File: src/rtl/sgp_consts.svh
`ifndef SGP_CONSTS_SVH
`define SGP_CONSTS_SVH

// Register byte offsets.
`define SGP_PIN_CTRL_OFS 12'h064
`define SGP_PANEL_SEL_OFS 12'h048
`define SGP_USB_SEL_OFS 12'h04c

// Field positions in the pin control/status register.
`define SGP_CS_LSB 0
`define SGP_DIR_LSB 16
`define SGP_IEN_LSB 24

// Reset values of the pin fields.
`define SGP_DIR_RST 8'h00
`define SGP_IEN_RST 8'h20
`define SGP_CS_RST 8'h00
`define SGP_PANEL_RST 4'h0
`define SGP_USB_RST 4'h0

// Pins that the panel and USB functions claim.
`define SGP_PANEL_PIN_MASK 8'h0c
`define SGP_USB_DP_BIT 7
`define SGP_USB_DM_BIT 6
`define SGP_USB_ATT_BIT 5
`define SGP_USB_PUP_BIT 4

`endif

File: src/rtl/sgp_pkg.sv
package sgp_pkg;

  // Extended panel-type codes; anything else is reserved.
  typedef enum logic [3:0] {
    SGP_PANEL_NONE = 4'h0,
    SGP_PANEL_TFT2 = 4'h1,
    SGP_PANEL_TFT3 = 4'h2,
    SGP_PANEL_TFT4 = 4'h3,
    SGP_PANEL_VENDOR = 4'h4
  } sgp_panel_e;

  // Per-pin control fields of the shared port.
  typedef struct packed {
    logic [7:0] in_en;
    logic [7:0] dir;
    logic [7:0] ctl;
  } sgp_pins_s;

  // One APB request as seen by the slave.
  typedef struct packed {
    logic [11:0] addr;
    logic write;
    logic [31:0] wdata;
  } sgp_req_s;

endpackage

File: src/rtl/sgp_port.sv
// Register access over APB is this design's own decision.
`timescale 1ns/1ns
`include "sgp_consts.svh"
module sgp_port #(
  parameter int NUM_PINS = 8
) (
  input wire logic pclk,
  input wire logic presetn,
  input wire logic psel,
  input wire logic penable,
  input wire logic pwrite,
  input wire logic [11:0] paddr,
  input wire logic [31:0] pwdata,
  output logic [31:0] prdata,
  output logic pready,
  output logic pslverr,
  input wire logic [7:0] gpio_in,
  output logic [7:0] gpio_out,
  output logic [7:0] gpio_oe,
  output logic [3:0] panel_type
);

  sgp_pkg::sgp_pins_s pins;
  sgp_pkg::sgp_pins_s next_pins;
  logic [3:0] next_panel_type;
  logic [3:0] usb_sel;
  logic [3:0] next_usb_sel;
  logic [7:0] next_gpio_out;
  logic [7:0] next_gpio_oe;
  logic [31:0] next_prdata;
  logic next_pready;
  logic next_pslverr;
  logic [7:0] pin_level;
  logic [7:0] owned;
  logic [7:0] in_live;
  logic access;
  sgp_pkg::sgp_req_s req;
  logic hit_pins;
  logic hit_panel;
  logic hit_usb;

  // The register packs eight pins into each byte-wide field, so any other
  // pin count would slide the fields over each other. Refuse it early
  // rather than build a port whose reads and writes disagree.
  if (NUM_PINS != 8) begin : g_bad_pins
    $error("sgp_port serves exactly eight pins");
  end

  // True for the pin register's word address.
  // Kept as a function because the write path, the read path and the
  // error flag all need the same answer, and three hand-written compares
  // could drift apart when an offset moves.
  function automatic logic is_pin_reg(input logic [11:0] addr);
    logic hit;
    hit = 1'b0;
    if (addr == `SGP_PIN_CTRL_OFS) begin
      hit = 1'b1;
    end
    return hit;
  endfunction

  // True for the panel-type word address.
  function automatic logic is_panel_reg(input logic [11:0] addr);
    logic hit;
    hit = 1'b0;
    if (addr == `SGP_PANEL_SEL_OFS) begin
      hit = 1'b1;
    end
    return hit;
  endfunction

  // True for the USB pin-claim word address.
  function automatic logic is_usb_reg(input logic [11:0] addr);
    logic hit;
    hit = 1'b0;
    if (addr == `SGP_USB_SEL_OFS) begin
      hit = 1'b1;
    end
    return hit;
  endfunction

  // Decode once per cycle; every consumer below reads these three flags.
  // Only whole aligned words are decoded, since the bus has no strobes.
  assign hit_pins = is_pin_reg(req.addr);
  assign hit_panel = is_panel_reg(req.addr);
  assign hit_usb = is_usb_reg(req.addr);

  // Pin levels come from outside the clock domain.
  // Two flops settle any metastable sample before logic looks at it; the
  // cost is that a read shows the pin as it was two clocks earlier.
  sgp_sync #(.WIDTH(8)) u_sync (
    .pclk(pclk),
    .presetn(presetn),
    .async_in(gpio_in),
    .sync_out(pin_level)
  );

  // Pins currently claimed by the USB client or the panel.
  // The claim is worked out from registered state only, so the owned mask
  // never glitches while a bus write is still in flight.
  sgp_takeover u_take (
    .panel_type(panel_type),
    .usb_dp_on(usb_sel[3]),
    .usb_dm_on(usb_sel[2]),
    .usb_att_on(usb_sel[1]),
    .usb_pup_on(usb_sel[0]),
    .owned(owned)
  );

  // The bus request travels as one bundle so the decode sees a single
  // consistent snapshot of address, direction and data.
  assign req = '{addr: paddr, write: pwrite, wdata: pwdata};

  // Answer in the second access cycle; pready is a flop so one wait state.
  // Masking with pready stops the second access cycle, in which the
  // master still holds the request, from taking the same write twice.
  assign access = psel && penable && !pready;

  // Register writes; owned pins keep their control bit untouched.
  // The enable and direction fields stay writable on owned pins, because
  // software must be able to set the panel pins' direction while they are owned, ready for when they are released.
  always_comb begin
    next_pins = pins;
    next_panel_type = panel_type;
    next_usb_sel = usb_sel;
    if (access && req.write) begin
      if (hit_pins) begin
        next_pins.in_en = req.wdata[`SGP_IEN_LSB +: 8];
        next_pins.dir = req.wdata[`SGP_DIR_LSB +: 8];
        next_pins.ctl = (pins.ctl & owned)
          | (req.wdata[`SGP_CS_LSB +: 8] & ~owned);
      end else if (hit_panel) begin
        next_panel_type = req.wdata[3:0];
      end else if (hit_usb) begin
        next_usb_sel = req.wdata[3:0];
      end
    end
  end

  // Register state. Reset puts every pin back to an input with only the
  // attach-sense pin's input enable set, and releases every claim.
  always_ff @(posedge pclk or negedge presetn) begin
    if (!presetn) begin
      pins.in_en <= `SGP_IEN_RST;
      pins.dir <= `SGP_DIR_RST;
      pins.ctl <= `SGP_CS_RST;
      panel_type <= `SGP_PANEL_RST;
      usb_sel <= `SGP_USB_RST;
    end else begin
      pins <= next_pins;
      panel_type <= next_panel_type;
      usb_sel <= next_usb_sel;
    end
  end

  // Per-pin logic: the same few gates repeat for every pin, so one loop
  // builds them all and a pin can never be left out by a typing slip.
  for (genvar p = 0; p < 8; p++) begin : g_pin
    // An input reads live only when enabled; outputs skip the enable.
    // A disabled input reads as zero rather than a floating level.
    assign in_live[p] = pin_level[p]
      && (pins.in_en[p] || pins.dir[p]);
    // Drive is released while a pin is owned, since the owning function
    // then drives it through its own path and the two must not fight.
    assign next_gpio_oe[p] = pins.dir[p]
      && !owned[p];
    assign next_gpio_out[p] = pins.ctl[p] && !owned[p];
  end

  // Read data and the one-wait-state handshake.
  // Read data is zero outside an answer, so a stale word never sits on
  // the bus where a careless master might take it.
  always_comb begin
    next_prdata = 32'h0000_0000;
    next_pready = access;
    next_pslverr = 1'b0;
    if (access && !req.write) begin
      if (hit_pins) begin
        next_prdata[`SGP_IEN_LSB +: 8] = pins.in_en;
        next_prdata[`SGP_DIR_LSB +: 8] = pins.dir;
        // Owned pins read zero.
        next_prdata[`SGP_CS_LSB +: 8] = in_live & ~owned;
      end else if (hit_panel) begin
        next_prdata[3:0] = panel_type;
      end else if (hit_usb) begin
        next_prdata[3:0] = usb_sel;
      end else begin
        next_pslverr = 1'b1;
      end
    end else if (access) begin
      // Writes to unmapped words are dropped but still flagged.
      next_pslverr = !(hit_pins || hit_panel || hit_usb);
    end
  end

  // Outputs all come straight from flops, so the pins and the bus see
  // no decode glitches; the price is one clock of extra latency.
  always_ff @(posedge pclk or negedge presetn) begin
    if (!presetn) begin
      prdata <= 32'h0000_0000;
      pready <= 1'b0;
      pslverr <= 1'b0;
      gpio_out <= 8'h00;
      gpio_oe <= 8'h00;
    end else begin
      prdata <= next_prdata;
      pready <= next_pready;
      pslverr <= next_pslverr;
      gpio_out <= next_gpio_out;
      gpio_oe <= next_gpio_oe;
    end
  end

endmodule

File: src/rtl/sgp_sync.sv
`timescale 1ns/1ns
// Two-flop synchroniser for the pin levels.
module sgp_sync #(
  parameter int WIDTH = 8
) (
  input wire logic pclk,
  input wire logic presetn,
  input wire logic [WIDTH-1:0] async_in,
  output logic [WIDTH-1:0] sync_out
);

  logic [WIDTH-1:0] meta;
  logic [WIDTH-1:0] next_meta;
  logic [WIDTH-1:0] next_sync_out;

  // Only the second stage reads the first one.
  always_comb begin
    next_meta = async_in;
    next_sync_out = meta;
  end

  always_ff @(posedge pclk or negedge presetn) begin
    if (!presetn) begin
      meta <= '0;
      sync_out <= '0;
    end else begin
      meta <= next_meta;
      sync_out <= next_sync_out;
    end
  end

endmodule

File: src/rtl/sgp_takeover.sv
`timescale 1ns/1ns
`include "sgp_consts.svh"
// Works out which pins the USB client or panel currently own.
module sgp_takeover (
  input wire logic [3:0] panel_type,
  input wire logic usb_dp_on,
  input wire logic usb_dm_on,
  input wire logic usb_att_on,
  input wire logic usb_pup_on,
  output logic [7:0] owned
);

  // Any non-zero panel code is an override, reserved codes included.
  always_comb begin
    owned = 8'h00;
    if (sgp_pkg::sgp_panel_e'(panel_type) != sgp_pkg::SGP_PANEL_NONE) begin
      owned = `SGP_PANEL_PIN_MASK;
    end
    owned[`SGP_USB_DP_BIT] = usb_dp_on;
    owned[`SGP_USB_DM_BIT] = usb_dm_on;
    owned[`SGP_USB_ATT_BIT] = usb_att_on;
    owned[`SGP_USB_PUP_BIT] = usb_pup_on;
  end

endmodule
File: config.mk
export PLATFORM = sky130hd
export DESIGN_NAME = sgp_port
export DESIGN_NICKNAME = d
export VERILOG_FILES = /design/src/rtl/sgp_pkg.sv /design/src/rtl/sgp_port.sv /design/src/rtl/sgp_sync.sv /design/src/rtl/sgp_takeover.sv
export VERILOG_INCLUDE_DIRS = /design/src /design/src/rtl
export SDC_FILE = /design/constraint.sdc
export NUM_CORES = 1
export LEC_CHECK = 0
export BUFFER_PORTS_ARGS = -buffer_cell sky130_fd_sc_hd__buf_2
export CORE_MARGIN = 5
export CORE_UTILIZATION = 35
export CTS_BUF_LIST = sky130_fd_sc_hd__clkbuf_4
export DETAILED_ROUTE_END_ITERATION = 8
export GPL_ROUTABILITY_DRIVEN = 0
export PLACE_DENSITY = 0.63
export SLEW_MARGIN = 25
export SYNTH_ARGS = -nofsm -noshare
export SYNTH_HDL_FRONTEND = slang
export SYNTH_SLANG_ARGS = --single-unit
File: constraint.sdc
create_clock -name pclk -period 2.32 [get_ports pclk]
set_input_delay 0 -clock pclk [delete_from_list [all_inputs] [get_ports pclk]]
set_output_delay 0 -clock pclk [all_outputs]
set_load 0.1 [all_outputs]
==> metrics.md <==
| Metric | Value |
|---|---|
| Tightest Pin Transition | `507 ps` |
| Clock latency on the worst-skew pair | `420 ps` |
| R2R cell count | `5` |
| Setup Buffers After CTS | `0` |
| Mapped cell area | `3290 µm²` |
| Vias per Instance | `4.60` |
| Period utilization | `84.5%` |
| DR iter-0 viols | `47` |
| Setup TNS Final | `0 ps` |
| IO Port Bufs | `94` |
| CTS tree | `yes` |
| DRT antenna net count | `0` |
| Final HPWL DP | `5190 µm` |
| Critical Path RT | `2630 ps` |
| PwrDens | `581 nW/µm²` |
| Cell Count, Final, Fillers Out | `481` |
| CP Cell Sequence | `nand3b_1 -> inv_1 -> and2_1 -> nand2_2 -> mux2_2` |
| Largest net degree at the start of global routing | `53` |
| Area contributors post-synth | `dfrtp_1, mux2_2, and3_1, nor2b_1, buf_4` |
| CTS resizes | `0` |
| Cell variety after synth | `36` |
| Drt wl/cell | `15.3 µm` |
| RR Endpoint | `pins[17]$_DFFE_PN0P_` |
| # H-tree levels | `3` |
| Max Freq | `0.510 GHz` |
| Clock sinks | `90` |
| Total number of vias | `2212` |
| Status | `finished, final reports clean` |
| Final core area utilization | `48.0%` |
| Synth Flop Type | `dfrtp_1` |
| Final WS setup | `359 ps` |
| Count of final max-slew check failures | `0` |
| Final setup viols | `0` |
| Static Leakage | `2.40 nW` |
| Final Skew | `18.4 ps` |
| CTS root buf | `clkbuf_4` |
| Die X | `107 µm` |
| Vias in the first global route | `2316` |
| Rel. slew slack | `66.2%` |
| Worst Hold Class | `input port to async pin` |
| Post-placement cell count | `425` |
| Yosys top cell by area | `dfrtp_1` |
| Num CTS Buffers | `9` |
| Die ar. | `11400 µm²` |
| Asr flop ratio synth | `100%` |
| Core ar. | `9200 µm²` |
| Critical path class | `flop to flop` |
| Yosys reg bits | `90` |
| Yosys top cell area share | `67.7%` |
| First-pass GRT wire length | `11800 µm` |
| Post-synthesis sequential area ratio | `68.5%` |
| Number of placement rows | `35` |
| Nets | `422` |
| Placed Area | `3900 µm²` |
| Initial antenna violation count | `0` |
| Max_cap viols | `0` |
| Initial Utilization | `35.8%` |
| R2r startpoint | `pready$_DFF_PN0_` |
| Setup crit start kind | `flop` |
| Maximum vdd ir drop | `0.000242 V` |
| Post-synth EDFFs | `0` |
| Max clock buf depth | `2` |
| Power, Total | `2.56 mW` |
| Final hold vios | `0` |
| Final wirelength | `7370 µm` |
| Largest stage delay, worst path | `410 ps` |
| Worst setup EP type | `flop` |
| Crit path DAT | `2270 ps` |
| Number of cells produced by synthesis | `221` |
| All-Layer GR Usage | `13.7%` |
| Design area | `4410 µm²` |
| Pre-CTS setup slack | `349 ps` |
| RSZ-0062 raised after global routing | `no` |
| Die Y-Extent | `107 µm` |
| GR Overflow Total | `0` |
| Crit path launch | `pready$_DFF_PN0_` |
| Synth warn | `0` |
| Fin crit period | `1960 ps` |
| Syn Area/Cell | `14.9 µm²` |
| # IOs | `111` |
| Synth-to-Final Area Change | `34.0%` |
| DRC | `0` |
| Reg clk slew, reported paths | `140 ps` |
| Hold WS | `65.4 ps` |
| DRT Pass-1 Iters | `4` |
| R2R Setup Slk | `360 ps` |
| Ratio of cells with drive above 1 in the final layout | `43.2%` |
| CP endpoint | `pins[17]$_DFFE_PN0P_` |
| N_diodes | `0` |
| CP max FO | `18` |
| Slowest CP cell | `dfrtp_1` |
cell type report:
type                    instances  area, µm²
clock buffers                  11       82.6
clock inverters                 5       31.3
fillers                       859       4790
inverters                       1       3.75
multi-input cells             125        985
flip-flops and latches         90       2250
well taps                     111        139
repair buffers                138        916
synth_stat cells, types with 3 or more instances:
cell,instances
a21oi_1,3
and2_1,5
and3_1,16
and4bb_2,4
buf_4,8
dfrtp_1,89
mux2_2,28
mux2_4,4
nand2_1,3
nand2b_1,3
nor2_1,10
nor2b_1,11
nor3_1,5
o21ai_0,4
or4_4,3
worst min-delay path by stage:
stage,startpoint,to,slack [ps],cells past startpoint
after floorplan,presetn,async pin,-300,0
after global placement,presetn,async pin,2,1
after detailed placement,presetn,u_sync.meta[7]$_DFF_PN0_,10,1
after CTS,paddr[2],prdata[2]$_DFF_PN0_,20,5
after global routing,paddr[2],prdata[2]$_DFF_PN0_,60,5
final,presetn,u_sync.meta[7]$_DFF_PN0_,70,2
cells by family (layout without fill, tap and decap cells):
group / Yosys count / count (layout) / synth area share (%)
multiplexers: 32 / 32 / 11.4
buffers and inverters: 13 / 155 / 2.66
other: 1 / 8 / 0.114
flip-flops: 90 / 90 / 68.5
AO/OA/AOI/OAI: 13 / 13 / 2.62
AND/OR/NAND/NOR: 72 / 72 / 14.7
sequential cells by signal, summed over array words and instances (netlist names), named ones only:
name and count:
prdata 24, pins 18, gpio_oe 8, gpio_out 8, u_sync.meta 8, u_sync.sync_out 8, panel_type 4, usb_sel 4
pready 1, pslverr 1
power by group:
| part | total [mW] | switching, mW | internal [mW] |
|---|---|---|---|
| registers | 1.59 | 0.00466 | 1.59 |
| logic | 0.238 | 0.149 | 0.0887 |
| clock network | 0.735 | 0.496 | 0.239 |
| total | 2.56 | 0.649 | 1.91 |
cell usage in the layout (no fill, tap or decap), types with 2 or more instances in the layout:
| master | n |
|---|---|
| buf_2 | 93 |
| nand2b_1 | 3 |
| mux2_2 | 28 |
| mux2_4 | 4 |
| a21oi_1 | 3 |
| nor3_1 | 5 |
| clkinvlp_4 | 3 |
| dlygate4sd3_1 | 40 |
| o22ai_1 | 2 |
| buf_4 | 4 |
| or4_4 | 3 |
| and2_1 | 5 |
| nand2_1 | 3 |
| conb_1 | 8 |
| dfrtp_1 | 89 |
| nor2_1 | 10 |
| o21ai_0 | 4 |
| and4bb_2 | 4 |
| clkbuf_4 | 11 |
| o211ai_1 | 2 |
| and3_1 | 16 |
| nand3b_1 | 2 |
| nor2b_1 | 11 |
routing by layer:
metal | part of all wire (%) | vias up | GRT usage, % | wire length, µm
met5 | 0 | - | 0 | 0
met4 | 1.8 | 0 | 5.94 | 131
met3 | 5.4 | 10 | 3.79 | 398
met2 | 49 | 67 | 22.0 | 3570
met1 | 44 | 1087 | 17.5 | 3260
li1 | - | 1048 | - | -
worst max-delay path, delay by kind of cell (launching register included):
kind,cells,cell delay [ps]
AND/OR/NAND/NOR,3,900
flip-flops,1,410
multiplexers,1,390
buffers and inverters,1,150
what timing repair did:
item / CTS / global route
setup endpoints to repair: 0 / 0
hold buffers: 40 / 0
hold endpoints to repair: 137 / 0
Power figures use the tool's default switching activity.
